===== config.mk =====
export PLATFORM = sky130hd
export DESIGN_NAME = srs_top
export DESIGN_NICKNAME = d
export VERILOG_FILES = /design/src/common/srs_pkg.sv /design/src/verilog/srs_sync.sv /design/src/verilog/srs_top.sv
export SDC_FILE = /design/constraint.sdc
export NUM_CORES = 1
export LEC_CHECK = 0
export BUFFER_PORTS_ARGS = -buffer_cell sky130_fd_sc_hd__buf_4
export CORE_AREA = 2 2 119 121
export CTS_CLUSTER_DIAMETER = 80
export CTS_CLUSTER_SIZE = 14
export DETAILED_ROUTE_END_ITERATION = 8
export DIE_AREA = 0 0 121 123
export PLACE_DENSITY = 0.87
export SETUP_SLACK_MARGIN = 0.2
export SYNTH_ARGS = -nofsm -noshare
export SYNTH_HDL_FRONTEND = slang
export SYNTH_SLANG_ARGS = --single-unit

===== constraint.sdc =====
create_clock -name i_clk -period 6.9 [get_ports i_clk]
set_clock_uncertainty 0.05 [all_clocks]
set_input_delay 1.38 -clock i_clk [delete_from_list [all_inputs] [get_ports i_clk]]
set_output_delay 1.38 -clock i_clk [all_outputs]
set_load 0.05 [all_outputs]

===== src/common/srs_pkg.sv =====
// Package for the standby and remote selection block.
// Assumes a single 25 MHz clock and profile settings held outside as plain ports.
package srs_pkg;
    // ----------------------------------------
    // Sizes
    // ----------------------------------------
    localparam int NUM_MODES = 8;
    localparam int NUM_PROFILES = 8;
    localparam int MODE_W = 3;
    localparam int PROF_W = 3;
    localparam int TIME_W = 8;
    // ----------------------------------------
    // Timing
    // ----------------------------------------
    localparam int CLK_HZ = 25000000;
    localparam int SECOND_NS = 1000000000;
    localparam int CLK_PERIOD_NS = SECOND_NS / CLK_HZ;
    localparam int TICK_CYCLES = SECOND_NS / CLK_PERIOD_NS;
    localparam logic [TIME_W-1:0] MAX_STANDBY_S = 8'hc8;
    // ----------------------------------------
    // Reset values
    // ----------------------------------------
    localparam logic [MODE_W-1:0] RST_MODE = 3'h0;
    localparam logic [PROF_W-1:0] RST_PROFILE = 3'h0;

    typedef enum logic [1:0] {
        SRS_RUN = 2'b00,
        SRS_STANDBY = 2'b01,
        SRS_REMOTE = 2'b11
    } srs_state_type;

    // Joystick deflection flags, one-cycle pulses on the rising edge of each direction pin
    typedef struct packed {
        logic fwd;
        logic rev;
        logic left;
        logic right;
    } srs_dir_type;

    // Per-profile settings
    typedef struct packed {
        logic [NUM_MODES-1:0] standby_in_mode;
        logic [TIME_W-1:0] standby_inactivity_time;
        logic external_switch_standby_enable;
        logic standby_direction_pick_enable;
        logic remote_pick_enable;
        logic [MODE_W-1:0] target_fwd;
        logic [MODE_W-1:0] target_rev;
        logic [MODE_W-1:0] target_left;
        logic [MODE_W-1:0] target_right;
    } srs_prof_cfg_type;
endpackage


===== src/verilog/srs_sync.sv =====
// Two-flop synchroniser bank for pin inputs.
// Assumes inputs are asynchronous levels.
module srs_sync #(
    parameter int WIDTH = 8
) (
    // Clock and reset
    input wire logic i_clk,
    input wire logic i_rstn,
    input wire logic i_ce,
    // Data
    input wire logic [WIDTH-1:0] i_async,
    output logic [WIDTH-1:0] o_sync
);
    logic [WIDTH-1:0] meta_q;
    logic [WIDTH-1:0] sync_q;

    always_ff @(posedge i_clk or negedge i_rstn)
    begin
        if (!i_rstn)
        begin
            // Ones, so a rising-edge detector behind this sees no edge from a pin held
            meta_q <= '1;
            sync_q <= '1;
        end
        else if (i_ce)
        begin
            meta_q <= i_async;
            sync_q <= meta_q;
        end
    end

    assign o_sync = sync_q;
endmodule // srs_sync


===== src/verilog/srs_top.sv =====
// Standby and remote profile selection for a joystick control system.
// Assumes joystick, buttons and profile switch are asynchronous pins; settings are static.
// ----------------------------------------
// ----------------------------------------
module srs_top #(
    parameter int TICK = srs_pkg::TICK_CYCLES
) (
    // Clock and reset
    input wire logic i_clk,
    input wire logic i_rstn,
    input wire logic i_ce,
    // Pins
    input wire logic i_js_fwd,
    input wire logic i_js_rev,
    input wire logic i_js_left,
    input wire logic i_js_right,
    input wire logic i_js_neutral,
    input wire logic i_mode_button,
    input wire logic i_profile_button,
    input wire logic i_ext_switch,
    // Settings
    input wire srs_pkg::srs_prof_cfg_type i_cfg [srs_pkg::NUM_PROFILES],
    // Status
    output logic [srs_pkg::MODE_W-1:0] o_mode,
    output logic [srs_pkg::PROF_W-1:0] o_profile,
    output logic o_standby,
    output logic o_remote,
    output logic [srs_pkg::PROF_W-1:0] o_highlight
);
    localparam int NP = srs_pkg::NUM_PROFILES;
    localparam int PW = srs_pkg::PROF_W;
    localparam int MW = srs_pkg::MODE_W;
    localparam int TW = srs_pkg::TIME_W;
    localparam int CW = $clog2(TICK + 1);

    // ----------------------------------------
    // Input synchronisation and edges
    // ----------------------------------------
    logic [7:0] pins_s;
    logic [7:0] pins_prev_q;
    logic [7:0] rise;

    srs_sync #(.WIDTH(8)) u_sync (
        .i_clk(i_clk),
        .i_rstn(i_rstn),
        .i_ce(i_ce),
        .i_async({i_js_fwd, i_js_rev, i_js_left, i_js_right, i_js_neutral,
                  i_mode_button, i_profile_button, i_ext_switch}),
        .o_sync(pins_s)
    );

    always_ff @(posedge i_clk or negedge i_rstn)
    begin
        if (!i_rstn)
            pins_prev_q <= 8'hff;
        else if (i_ce)
            pins_prev_q <= pins_s;
    end

    assign rise = pins_s & ~pins_prev_q;

    srs_pkg::srs_dir_type dir;
    wire neutral = pins_s[3];
    wire mode_btn = rise[2];
    wire prof_btn = rise[1];
    wire ext_sw = rise[0];
    assign dir = '{fwd: rise[7], rev: rise[6], left: rise[5], right: rise[4]};
    wire any_dir = dir.fwd | dir.rev | dir.left | dir.right;

    // ----------------------------------------
    // State
    // ----------------------------------------
    srs_pkg::srs_state_type state_q, state_d;
    logic [MW-1:0] mode_q, mode_d;
    logic [PW-1:0] prof_q, prof_d;
    logic [PW-1:0] hl_q, hl_d;
    logic [CW-1:0] tick_q;
    logic [TW-1:0] sec_q;

    srs_pkg::srs_prof_cfg_type cfg;
    assign cfg = i_cfg[prof_q];

    // Next profile with remote picking on, stepping up or down from a start
    function automatic logic [PW-1:0] next_pick(
        input srs_pkg::srs_prof_cfg_type c [srs_pkg::NUM_PROFILES],
        input logic [PW-1:0] start,
        input logic up
    );
        logic [PW-1:0] p;
        logic found;
        p = start;
        found = 1'b0;
        for (int k = 1; k < NP; k++)
        begin
            if (!found)
            begin
                p = up ? start + PW'(k) : start - PW'(k);
                found = c[p].remote_pick_enable;
            end
        end
        return found ? p : start;
    endfunction

    // ----------------------------------------
    // Inactivity timer
    // ----------------------------------------
    wire timer_allowed = cfg.standby_in_mode[mode_q];
    wire time_zero = (cfg.standby_inactivity_time == '0);
    wire [TW-1:0] limit = (cfg.standby_inactivity_time > srs_pkg::MAX_STANDBY_S)
                          ? srs_pkg::MAX_STANDBY_S : cfg.standby_inactivity_time;
    wire tick_wrap = (tick_q == CW'(TICK - 1));
    wire expired = neutral && !time_zero && (sec_q >= limit);
    wire timeout = expired && ((state_q == srs_pkg::SRS_REMOTE) ||
                   (state_q == srs_pkg::SRS_RUN && timer_allowed));
    wire timer_clr = !neutral || (state_d != state_q);

    always_ff @(posedge i_clk or negedge i_rstn)
    begin
        if (!i_rstn)
        begin
            tick_q <= '0;
            sec_q <= '0;
        end
        else if (i_ce)
        begin
            if (timer_clr)
            begin
                tick_q <= '0;
                sec_q <= '0;
            end
            else if (!expired)
            begin
                tick_q <= tick_wrap ? '0 : tick_q + CW'(1);
                if (tick_wrap)
                    sec_q <= sec_q + TW'(1);
            end
        end
    end

    // ----------------------------------------
    // Selection state machine
    // ----------------------------------------
    wire sw_to_sby = ext_sw && cfg.external_switch_standby_enable;
    wire [PW-1:0] hl_up = next_pick(i_cfg, hl_q, 1'b1);
    wire [PW-1:0] hl_dn = next_pick(i_cfg, hl_q, 1'b0);

    always_comb
    begin
        state_d = state_q;
        mode_d = mode_q;
        prof_d = prof_q;
        hl_d = hl_q;
        case (state_q)
            srs_pkg::SRS_RUN:
            begin
                if (timeout || mode_btn || sw_to_sby)
                    state_d = srs_pkg::SRS_STANDBY;
                else if ((prof_btn || ext_sw) && cfg.remote_pick_enable)
                begin
                    state_d = srs_pkg::SRS_REMOTE;
                    hl_d = prof_q;
                end
            end
            srs_pkg::SRS_STANDBY:
            begin
                if (prof_btn || ext_sw)
                begin
                    if (cfg.remote_pick_enable)
                    begin
                        state_d = srs_pkg::SRS_REMOTE;
                        hl_d = prof_q;
                    end
                    else
                        state_d = srs_pkg::SRS_RUN;
                end
                else if (any_dir && cfg.standby_direction_pick_enable)
                begin
                    state_d = srs_pkg::SRS_RUN;
                    // One mode code per direction; fwd takes priority
                    if (dir.fwd)
                        mode_d = cfg.target_fwd;
                    else if (dir.rev)
                        mode_d = cfg.target_rev;
                    else if (dir.left)
                        mode_d = cfg.target_left;
                    else
                        mode_d = cfg.target_right;
                end
            end
            srs_pkg::SRS_REMOTE:
            begin
                if (timeout)
                    state_d = srs_pkg::SRS_STANDBY;
                else if (dir.fwd)
                begin
                    state_d = srs_pkg::SRS_RUN;
                    prof_d = hl_q;
                end
                else if (dir.right)
                    hl_d = hl_up;
                else if (dir.left)
                    hl_d = hl_dn;
            end
            default:
                state_d = srs_pkg::SRS_RUN;
        endcase
    end

    always_ff @(posedge i_clk or negedge i_rstn)
    begin
        if (!i_rstn)
        begin
            state_q <= srs_pkg::SRS_RUN;
            mode_q <= srs_pkg::RST_MODE;
            prof_q <= srs_pkg::RST_PROFILE;
            hl_q <= srs_pkg::RST_PROFILE;
        end
        else if (i_ce)
        begin
            state_q <= state_d;
            mode_q <= mode_d;
            prof_q <= prof_d;
            hl_q <= hl_d;
        end
    end

    // ----------------------------------------
    // Outputs
    // ----------------------------------------
    logic sby_q;
    logic rem_q;
    always_ff @(posedge i_clk or negedge i_rstn)
    begin
        if (!i_rstn)
        begin
            sby_q <= 1'b0;
            rem_q <= 1'b0;
        end
        else if (i_ce)
        begin
            sby_q <= (state_d == srs_pkg::SRS_STANDBY);
            rem_q <= (state_d == srs_pkg::SRS_REMOTE);
        end
    end

    assign o_mode = mode_q;
    assign o_profile = prof_q;
    assign o_highlight = hl_q;
    assign o_standby = sby_q;
    assign o_remote = rem_q;
endmodule // srs_top


## After elaboration in Yosys (flattened, before gate mapping)

Cells that the tools add are included.

- Muxes and demuxes: 100
- Add/subtract/negate cells: 16
- Magnitude comparators: 18
- Eq/ne operators: 16
- Bitwise logic cells: 22
- Reductions and logical operators: 23

Operator list:

| operator | number |
|---|---|
| $bmux W31 S3 | 15 |
| $mux W13 | 28 |
| $mux W25 | 3 |
| $mux W3 | 25 |
| $mux W31 | 2 |
| $ge A4 B4 Y1 const B | 15 |
| $not A3 Y4 | 15 |
| $mux W8 | 4 |
| $add A25 B1 Y25 const B | 1 |
| $eq A25 B25 Y1 const B | 1 |
| $mux W2 | 7 |
| $mux W1 | 13 |
| $add A3 B3 Y3 const B | 4 |
| $sub A3 B3 Y3 const B | 4 |
| $reduce_and A11 Y1 | 1 |
| $ne A2 B2 Y1 const B | 5 |
| $pmux W3 S3 | 1 |
| $add A8 B1 Y8 const B | 1 |
| $and A8 B8 Y8 | 1 |
| $ge A8 B8 Y1 | 1 |
| $gt A8 B8 Y1 const B | 1 |
| $logic_not A8 Y1 | 1 |
| $not A8 Y8 | 1 |
| $reduce_and A4 Y1 | 2 |
| 23 further kinds | 43 |

- Logic and storage cells: 206
- Bits in registers: 70

## Depth between registers and ports, before layout

Gate-level depths: netlist (run 1).

- Depth after elaboration: 17
- Depth in mapped cells: 23
- Depth with buffers taken out: 17

## Modules after synthesis

From an unflattened synthesis (run 1), not the netlist that was laid out.

- Cell total of the unflattened synthesis: 721
- Area total of the unflattened synthesis: 7,061.8 µm²

By module, submodules not included:

| module | cells each | instances | area each (µm²) |
|---|---|---|---|
| srs_top | 687 | 1 | 6,392.4 |
| srs_sync | 34 | 1 | 669.4 |

## Worst setup path after synthesis (run 1)

OpenSTA, ideal clock, no wires.

- Path type: reg-to-reg
- Start: reg prof_q[0] (netlist: o_profile[0])
- End: reg prof_q[2] (netlist: o_profile[2])
- Cell stages (with the launch flop): 20
- Required time: 6.725 ns
- Slack: 1.906 ns
- Arrival: 4.819 ns
- Cell sequence: dfrtp_1 buf_6 buf_6 buf_6 buf_4 buf_4 buf_2 buf_4 mux4_2 nor2_1 a211o_1 ha_1 a21o_1 a2111oi_0 o21ai_0 o211ai_4 buf_6 inv_1 nor3_2 mux2_2

- Cells in the longest elaborated chain, start to end: 11

Ends and longest elaborated chain:

| element | RTL line | source |
|---|---|---|
| from (decl) | srs_top.sv:75 | `logic [PW-1:0] prof_q, prof_d;` |
| from (signal assigned) | srs_top.sv:215 | `prof_q <= srs_pkg::RST_PROFILE;` |
| from (signal assigned) | srs_top.sv:222 | `prof_q <= prof_d;` |
| $not A3 Y4 (not written as such) * | srs_top.sv:81 | `assign cfg = i_cfg[prof_q];` |
| $bmux W31 S3 * | srs_top.sv:81 |  |
| $mux W31 (not written as such) * (2 in series) | srs_top.sv:81 |  |
| $gt A8 B8 Y1 (tied with other cells) | srs_top.sv:109 | `wire [TW-1:0] limit = (cfg.standby_inactivity_time > srs_pkg::MAX_STANDBY_S)` |
| $mux W8 (tied with other cells) | srs_top.sv:110 | `? srs_pkg::MAX_STANDBY_S : cfg.standby_inactivity_time;` |
| $ge A8 B8 Y1 (tied with other cells) | srs_top.sv:112 | `wire expired = neutral && !time_zero && (sec_q >= limit);` |
| $logic_and A1 B1 Y1 or $logic_or A1 B1 Y1 (tied branches) | srs_top.sv:112, srs_top.sv:113 |  |
| $logic_and A1 B1 Y1 * | srs_top.sv:113 | `wire timeout = expired && ((state_q == srs_pkg::SRS_REMOTE) \|\|` |
| $not A1 Y1 (no line) * | -- |  |
| $reduce_and A4 Y1 (no line) * | -- |  |

Every way passes the cells marked *; elsewhere a longest branch is shown, timed or not. The select of a mux whose other input is x is not followed.
A chain may end at the register's enable or synchronous reset.

## Worst setup path in the final report (run 1)

- Start: in i_cfg[77] in the netlist's numbering
- End: reg tick_q[12]

- Cells in the longest elaborated chain, start to end: 16

Ends and longest elaborated chain:

| element | RTL line | source |
|---|---|---|
| from (decl) | srs_top.sv:22 | `input wire srs_pkg::srs_prof_cfg_type i_cfg [srs_pkg::NUM_PROFILES],` |
| $bmux W31 S3 * | srs_top.sv:81 |  |
| $mux W31 (not written as such) * (2 in series) | srs_top.sv:81 |  |
| $gt A8 B8 Y1 or $logic_not A8 Y1 (tied branches) | srs_top.sv:109, srs_top.sv:108 |  |
| $mux W8 or $logic_not A1 Y1 (tied branches) | srs_top.sv:110, srs_top.sv:112 |  |
| $ge A8 B8 Y1 or $logic_and A1 B1 Y1 (tied branches) | srs_top.sv:112 |  |
| $logic_and A1 B1 Y1 * | srs_top.sv:112 |  |
| $logic_and A1 B1 Y1 | srs_top.sv:113 |  |
| $logic_or A1 B1 Y1 (2 in series) | srs_top.sv:156 | `if (timeout \|\| mode_btn \|\| sw_to_sby)` |
| $mux W2 | srs_top.sv:156 |  |
| $pmux W2 S3 | srs_top.sv:153 | `case (state_q)` |
| $ne A2 B2 Y1 | srs_top.sv:115 | `wire timer_clr = !neutral \|\| (state_d != state_q);` |
| $logic_or A1 B1 Y1 | srs_top.sv:115 |  |
| $ne A2 B1 Y1 (no line) | -- |  |
| $reduce_and A2 Y1 (no line) | -- |  |
| to (signal assigned) | srs_top.sv:133 | `tick_q <= tick_wrap ? '0 : tick_q + CW'(1);` |
| to (decl) | srs_top.sv:77 | `logic [CW-1:0] tick_q;` |

Marked as above.

==> flow_metrics.tcl, run 1 <==
set metrics [dict create \
    status "complete, no violations" \
    fin_crit_ns 5.65 \
    grt_pass1_vias 7766 \
    critical_path_class "primary input to flop" \
    critPathMaxStageDelay_ns 0.70 \
    worstMarginPinSlew_ns 0.933 \
    dp_hpwl_um 20900 \
    slowest_stage "a31oi_4" \
    synth-seq-cells 69 \
    antenna_found_initial 12 \
    cp_max_fo 26 \
    n_fill_cell 1033 \
    rows 43 \
    ys_types 77 \
    final_area_mm2 0.00980 \
    grt_max_degree 70 \
    cts-root-buf "clkbuf_16" \
    routedWlPerCell_um 21.6 \
    synth-edff-count 0 \
    cts.sinks 69 \
    viasPerCell 6.50 \
    io_pins 270 \
    r2r.worst_path.cells 18 \
    synth_nets 1063 \
    pwr-share-comb 0.644 \
    setup_violations 0 \
    async_flop_share 1.00 \
    io_buffers 269 \
    relSlewSlack 0.360 \
    core_mm2 0.0136 \
    drt_first_pass_iters 8 \
    grt_pass1_wl_um 40300 \
    cts_buffers 9 \
    drtIter0Drc 891 \
    p_switching_mw 1.57 \
    drc 0 \
    crit_cells 16 \
    clkPwrFrac 0.152 \
    die_w_um 121 \
    synth-main-ff-cell "dfrtp_1" \
    hold_buffers 0 \
    h-tree-depth 3 \
    grt_remaining_overflow 0 \
    cts.clk_slew.worst_paths_ns 0.06 \
    rsz0062_at_grt "no" \
    yosysTopAreaCell "mux4_2" \
    wirelength_um 26300 \
    mappedNetlistArea_mm2 0.00745 \
    rr_endpoint "tick_q[12]" \
    die_h_um 123 \
    cp_top_family "compound AO/OA/AOI/OAI gates" \
    cts_tree "done" \
    irDropWorstVdd_v 0.000194 \
    postSynthCellCount 792 \
    ys_warn_count 0 \
    holdPathStages 2 \
    crit_buf_inv 1 \
    cp-start-kind "primary input" \
    gp_congestion 0.986 \
    avgSynthCellArea_um2 9.40 \
    mostFrequentLayoutCells "277 x buf_4, 60 x nand2_1, 59 x mux4_2" \
    p_leak_nw 4.15 \
    setup-tns-final_ns 0 \
    crit_chain "buf_4 -> mux4_2 -> mux2i_1 -> nand2_1 -> a21oi_1 -> nor3_1 -> or2_2 -> ha_1 -> a21o_1 -> a21oi_1 -> o21ai_0 -> o211ai_4 -> a21oi_4 -> o21ai_4 -> a31oi_4 -> o21ba_1" \
    area_growth_pct 31.6 \
    synth_top_area_frac 0.178 \
    hold_class "flop to flop" \
    reg2reg_from "o_profile[0]" \
    ant_nets 0 \
    finalHoldViolations 0 \
    drv_cap 0 \
    min_from "u_sync.o_sync[2]" \
    final_common_cell "buf_4" \
    drive_above_1_share 0.414 \
    r2r_setup_slack_ns 1.30 \
    slew_violations 0 \
    p_sw_frac 0.466 \
    insertion_delay_ns 0.34 \
    cts_resized 0 \
    seqPwrFrac 0.203 \
    worstPathRequired_ns 7.07 \
    ys_seq_area_frac 0.236 \
    min_to "pins_prev_q[2]" \
    crit_path_end_kind "flop" \
    via_count 7924 \
    dieArea_mm2 0.0149 \
    clock_path_buffers 2 \
    fmax_mhz 177 \
    powerDensity_mw_per_mm2 343 \
    placed_area_mm2 0.00945 \
    synthTopCellsByArea "mux4_2 18%, dfrtp_1 15%, dfstp_2 8.1%" \
    cp.arrival_ns 5.82 \
    internal-power_mw 1.79 \
    fin_crit_sh 0.818 \
    initial_core_util 0.547 \
    crit_path_frequent_cell "a21oi_1" \
    postCtsSetupRepairBufs 0 \
    grt_usage 0.353 \
    fin_nets 1297 \
]
## tightest hold or removal path, stage by stage (launching register included)
cell and delay, ns:
dfstp_2 0.38, nand2_1 0.05, o21ai_0 0.07
## cell families (layout without fill, tap and decap cells)
kind of cell / count (synthesis) / in the layout / share of synthesized area
adder cells (fa/ha/maj): 12 / 12 / 0.0202
buffers and inverters: 75 / 314 / 0.0517
XOR/XNOR: 4 / 4 / 0.00470
other: 0 / 9 / 0
AND/OR/NAND/NOR: 285 / 285 / 0.198
AO/OA/AOI/OAI: 210 / 210 / 0.199
flip-flops: 69 / 69 / 0.236
multiplexers: 137 / 137 / 0.291
## per-stage QoR
stage | utilization | worst slack [ns] | total power [mW] | hold WS [ns] | std cells
global placement | 0.694 | 1.07 | 2.77 | 0.428 | 1195
global route | 0.719 | 0.807 | 3.56 | 0.454 | 1215
finish | 0.720 | 1.25 | 3.36 | 0.448 | 1220
CTS | 0.718 | 1.29 | 3.33 | 0.447 | 1211
floorplan | - | 1.91 | 2.32 | 0.415 | 792
detailed placement | 0.694 | 0.950 | 2.81 | 0.438 | 1195
## per-layer routing
metal	part of all wire	track usage	vias to the layer above
met5	0.0011	0	-
met3	0.11	0.116	80
li1	-	-	3573
met1	0.38	0.433	3768
met4	0.046	0.163	6
met2	0.47	0.567	497
## final cells by class
class / instances / area (um^2) / area share
clock inverters: 7 / 98.8 / 0.0101
inverters: 21 / 78.8 / 0.00804
multi-input cells: 648 / 5310 / 0.542
flip-flops and latches: 69 / 1760 / 0.180
repair buffers: 277 / 2080 / 0.212
clock buffers: 9 / 225 / 0.0230
well taps: 180 / 225 / 0.0230
diodes: 9 / 22.5 / 0.00230
## state kept, by name, indices dropped and copies added, names as in the netlist
register	count
o_mode	3
o_standby	1
o_profile	3
u_sync.o_sync	8
sec_q	8
state_q	2
tick_q	25
o_remote	1
pins_prev_q	7
u_sync.meta_q	8
o_highlight	3
## synth_stat cells (all sizes together) (5+ instances only)
library cell and instances:
o21ai 38, mux4 60, clkbuf 18, and3b 6, a22oi 10, nor4 12, nand4 16, nor2 57
and3 15, o22ai 5, a211oi 9, mux2 29, nand3 38, a21oi 51, a21o 17, a21boi 8
a31oi 8, mux2i 48, or2 5, nor2b 12, dfrtp 46, nor3 25, nand2b 11, o211ai 22
dfstp 23, o311ai 5, buf 36, inv 19, nand2 61, ha 12, and2 14
## power by group through the flow
stage / clock [mW] / combinational (mW) / sequential (mW)
floorplan: 0 / 1.69 / 0.631
global placement: 0 / 2.08 / 0.681
detailed placement: 0 / 2.12 / 0.684
CTS: 0.515 / 2.13 / 0.678
global route: 0.533 / 2.33 / 0.702
finish: 0.512 / 2.16 / 0.683
## worst max path at each step
stage | start | end | slack (ns)
2_1_floorplan | o_profile[0] | o_profile[2] | 1.91
3_3_place_gp | i_cfg[78] | tick_q[12] | 1.07
3_5_place_dp | i_cfg[77] | tick_q[12] | 0.95
4_1_cts | i_cfg[77] | tick_q[12] | 1.29
5_1_grt | o_profile[0] | sec_q[1] | 0.81
6_report | i_cfg[77] | tick_q[12] | 1.25
Power figures use the tool's default switching activity.
==> run 2: changes to the inputs <==
--- a/config.mk
+++ b/config.mk
@@ -5,13 +5,14 @@
 export SDC_FILE = /design/constraint.sdc
 export NUM_CORES = 1
 export LEC_CHECK = 0
+export ABC_AREA = 1
 export BUFFER_PORTS_ARGS = -buffer_cell sky130_fd_sc_hd__buf_4
-export CORE_AREA = 2 2 119 121
+export CORE_AREA = 2 2 127 129
 export CTS_CLUSTER_DIAMETER = 80
 export CTS_CLUSTER_SIZE = 14
 export DETAILED_ROUTE_END_ITERATION = 8
-export DIE_AREA = 0 0 121 123
-export PLACE_DENSITY = 0.87
+export DIE_AREA = 0 0 129 131
+export PLACE_DENSITY = 0.78
 export SETUP_SLACK_MARGIN = 0.2
 export SYNTH_ARGS = -nofsm -noshare
 export SYNTH_HDL_FRONTEND = slang
==> constraint.sdc (replaced) <==
create_clock -name i_clk -period 4.6 [get_ports i_clk]
set_clock_uncertainty 0.05 [all_clocks]
set_input_delay 0.92 -clock i_clk [delete_from_list [all_inputs] [get_ports i_clk]]
set_output_delay 0.92 -clock i_clk [all_outputs]
set_load 0.05 [all_outputs]
==> run 2 against run 1 <==
  * Synthesized cell count increased by 47%
  * Combinational power grew 8%
  * Register-to-register slack worse by 0.75 ns
  * Area after synthesis shrank 5.2%
  * Count of clock-buffer cells in the layout rose by 4
  * Clock power grew 40%
  * Critical path depth up 8
  * Routed wire length increased by 1.5%
  * Utilization decreased by 11 points
  * Largest cell class unchanged
==> flow_metrics.tcl, run 2 <==
set metrics [dict create \
    critPathMaxStageDelay_ns 0.29 \
    rsz0062_at_grt "no" \
    drive_above_1_share 0.267 \
    hold_ws_ns 0.411 \
    crit_path_end_kind "flop" \
    mappedNetlistArea_mm2 0.00706 \
    setup_violations 0 \
    die_h_um 131 \
    grt_max_degree 94 \
    final_common_cell "nand2_1" \
    top_register "tick_q" \
    yosysTopAreaCell "dfrtp_1" \
    grt_pass1_wl_um 41200 \
    fin_crit_ns 4.07 \
    total_power_mw 3.84 \
    fmax_mhz 246 \
    gp_congestion 0.949 \
    largest_reg_flops 25 \
    async_flop_share 1.00 \
    relSlewSlack 0.422 \
    hold_class "flop to flop" \
    insertion_delay_ns 0.33 \
    p_leak_nw 4.54 \
    routedWlPerCell_um 16.5 \
    status "complete, no violations" \
    io_pins 270 \
    critical_path_class "primary input to flop" \
    synthTopCellsByArea "dfrtp_1 16%, nand2_1 16%, nor2_1 9.7%" \
    via_count 8872 \
    cts.sinks 69 \
    cp_max_fo 24 \
    drtIter0Drc 811 \
    drc 0 \
    synth-edff-count 0 \
    crit_buf_inv 4 \
    dieArea_mm2 0.0169 \
    cts-root-buf "clkbuf_16" \
    cp-start-kind "primary input" \
    powerDensity_mw_per_mm2 402 \
    crit_chain "buf_4 -> o21ai_0 -> o211ai_1 -> nand2_1 -> nand3_1 -> nand2_1 -> a31oi_1 -> nand3_1 -> inv_1 -> or2_2 -> ha_1 -> a21oi_1 -> nor2_1 -> a211oi_2 -> nand3_1 -> inv_1 -> nor2_4 -> nand2_2 -> nand3_2 -> a21oi_4 -> nand4_4 -> nand2_4 -> clkbuf_16 -> o21ai_0" \
    synth-main-ff-cell "dfrtp_1" \
    core_mm2 0.0156 \
    slowest_stage "ha_1" \
    rows 46 \
    die_w_um 129 \
    wirelength_um 26700 \
    grt_remaining_overflow 0 \
    clock_path_buffers 2 \
    io_buffers 269 \
    avgSynthCellArea_um2 6.07 \
    synth-seq-cells 69 \
    cts_tree "done" \
    fin_util 0.613 \
    cp.arrival_ns 4.23 \
    finalHoldViolations 0 \
    final_area_mm2 0.00957 \
    h-tree-depth 3 \
    ys_types 46 \
    postSynthCellCount 1162 \
    cts.clk_slew.worst_paths_ns 0.06 \
    irDropWorstVdd_v 0.000369 \
    slew_violations 0 \
    initial_core_util 0.453 \
    ant_nets 0 \
    viasPerCell 5.48 \
    fin_crit_sh 0.885 \
    antenna_found_initial 0 \
    placed_area_mm2 0.00914 \
    drv_cap 0 \
    mostFrequentLayoutCells "305 x nand2_1, 282 x buf_4, 183 x nor2_1" \
    synth_nets 1433 \
    n_fill_cell 1474 \
    synth_top_area_frac 0.163 \
    ys_warn_count 0 \
    insertedDiodeCount 0 \
    cp_top_family "simple AND/OR/NAND/NOR gates" \
    worstMarginPinSlew_ns 0.867 \
    fin_nets 1668 \
    setup-tns-final_ns 0 \
    grt_pass1_vias 8028 \
    grt_usage 0.305 \
    ys_seq_area_frac 0.249 \
    crit_path_frequent_cell "nand3_1" \
    area_growth_pct 35.5 \
    drt_first_pass_iters 5 \
    dp_hpwl_um 19600 \
    yosysMostFrequentCell "nand2_1" \
    cts_buffers 9 \
    worstPathRequired_ns 4.76 \
    ys_top_cells_by_count "306 x nand2_1, 183 x nor2_1, 116 x o21ai_0" \
]
==> run 2: cell types whose count changed in the layout (fill, tap and decap cells not counted), sizes merged, moves of 33 or more <==
cell	change
o21ai	+134
nand2	+251
a21oi	-33
nor2	+128
nand3	+67
inv	+54
mux2i	-47
mux4	-60
==> run 2: worst paths after layout <==
kind / startpoint / to / slack, ns / cells after the start
min in group asynchronous: i_rstn / sec_q[1] / 0.65 / 1
worst min-delay path: u_sync.meta_q[2] / u_sync.meta_q[2] / 0.41 / 2
worst max register to register: o_profile[0] / tick_q[6] / 0.55 / 24
max in group asynchronous: i_rstn / o_profile[0] / 3.20 / 1
worst min register to register: u_sync.meta_q[2] / u_sync.meta_q[2] / 0.41 / 2
worst max-delay path: i_cfg[108] / tick_q[6] / 0.53 / 24
==> run 2: routing by layer <==
metal,share of wire,vias up,global-route usage,wire [um]
li1,-,4361,-,-
met1,0.44,4057,0.428,11700
met2,0.45,405,0.476,12000
met3,0.091,49,0.0635,2420
met4,0.021,0,0.0870,558
met5,0,-,0,0
==> run 2: where the power goes <==
part	total (mW)	switching, mW	internal (mW)
Sequential	0.793	0.0943	0.699
Clock	0.716	0.266	0.450
Combinational	2.33	1.51	0.820
==> run 2: metrics by stage <==
| stage | cells | worst slack (ns) |
|---|---|---|
| after floorplan | 1162 | 0.664 |
| after global placement | 1598 | 0.329 |
| after detailed placement | 1598 | 0.0928 |
| after CTS | 1614 | 0.223 |
| after global routing | 1618 | 0.136 |
| final | 1618 | 0.531 |
==> run 2: worst reg2reg max path: stages, from the launching register on <==
cell and delay, ns:
dfrtp_4 0.52, buf_12 0.17, o21ai_0 0.22, o211ai_1 0.12, nand2_1 0.14, nand3_1 0.09
nand2_1 0.06, a31oi_1 0.07, nand3_1 0.07, inv_1 0.08, or2_2 0.28, ha_1 0.29
a21oi_1 0.16, nor2_1 0.08, a211oi_2 0.14, nand3_1 0.14, inv_1 0.12, nor2_4 0.06
nand2_2 0.12, nand3_2 0.11, a21oi_4 0.24, nand4_4 0.15, nand2_4 0.13, clkbuf_16 0.22
o21ai_0 0.10
==> run 2: cell type report <==
type / instances / area, um^2 / share of cell area
timing repair buffer: 287 / 2210 / 0.231
clock buffer: 13 / 260 / 0.0272
multi-input combinational: 954 / 4730 / 0.494
inverter: 76 / 293 / 0.0306
clock inverter: 3 / 45.0 / 0.00471
sequential: 69 / 1760 / 0.184
tap: 216 / 270 / 0.0283
==> run 2: cells by family after synthesis <==
family                   Yosys count  share of synthesized area
AND/OR/NAND/NOR                  664                      0.400
AO/OA/AOI/OAI                    249                      0.205
buffers and inverters            139                     0.0888
flip-flops                        69                      0.249
XOR/XNOR                          28                     0.0347
adder cells (fa/ha/maj)           12                     0.0213
multiplexers                       1                    0.00142
==> run 2: repair_timing <==
| item | CTS | global route |
|---|---|---|
| setup endpoints to repair | 0 | 36 |
| setup buffers | 0 | 3 |
| gates resized for setup | 0 | 15 |
| hold endpoints to repair | 0 | 0 |
| hold buffers | 0 | 0 |
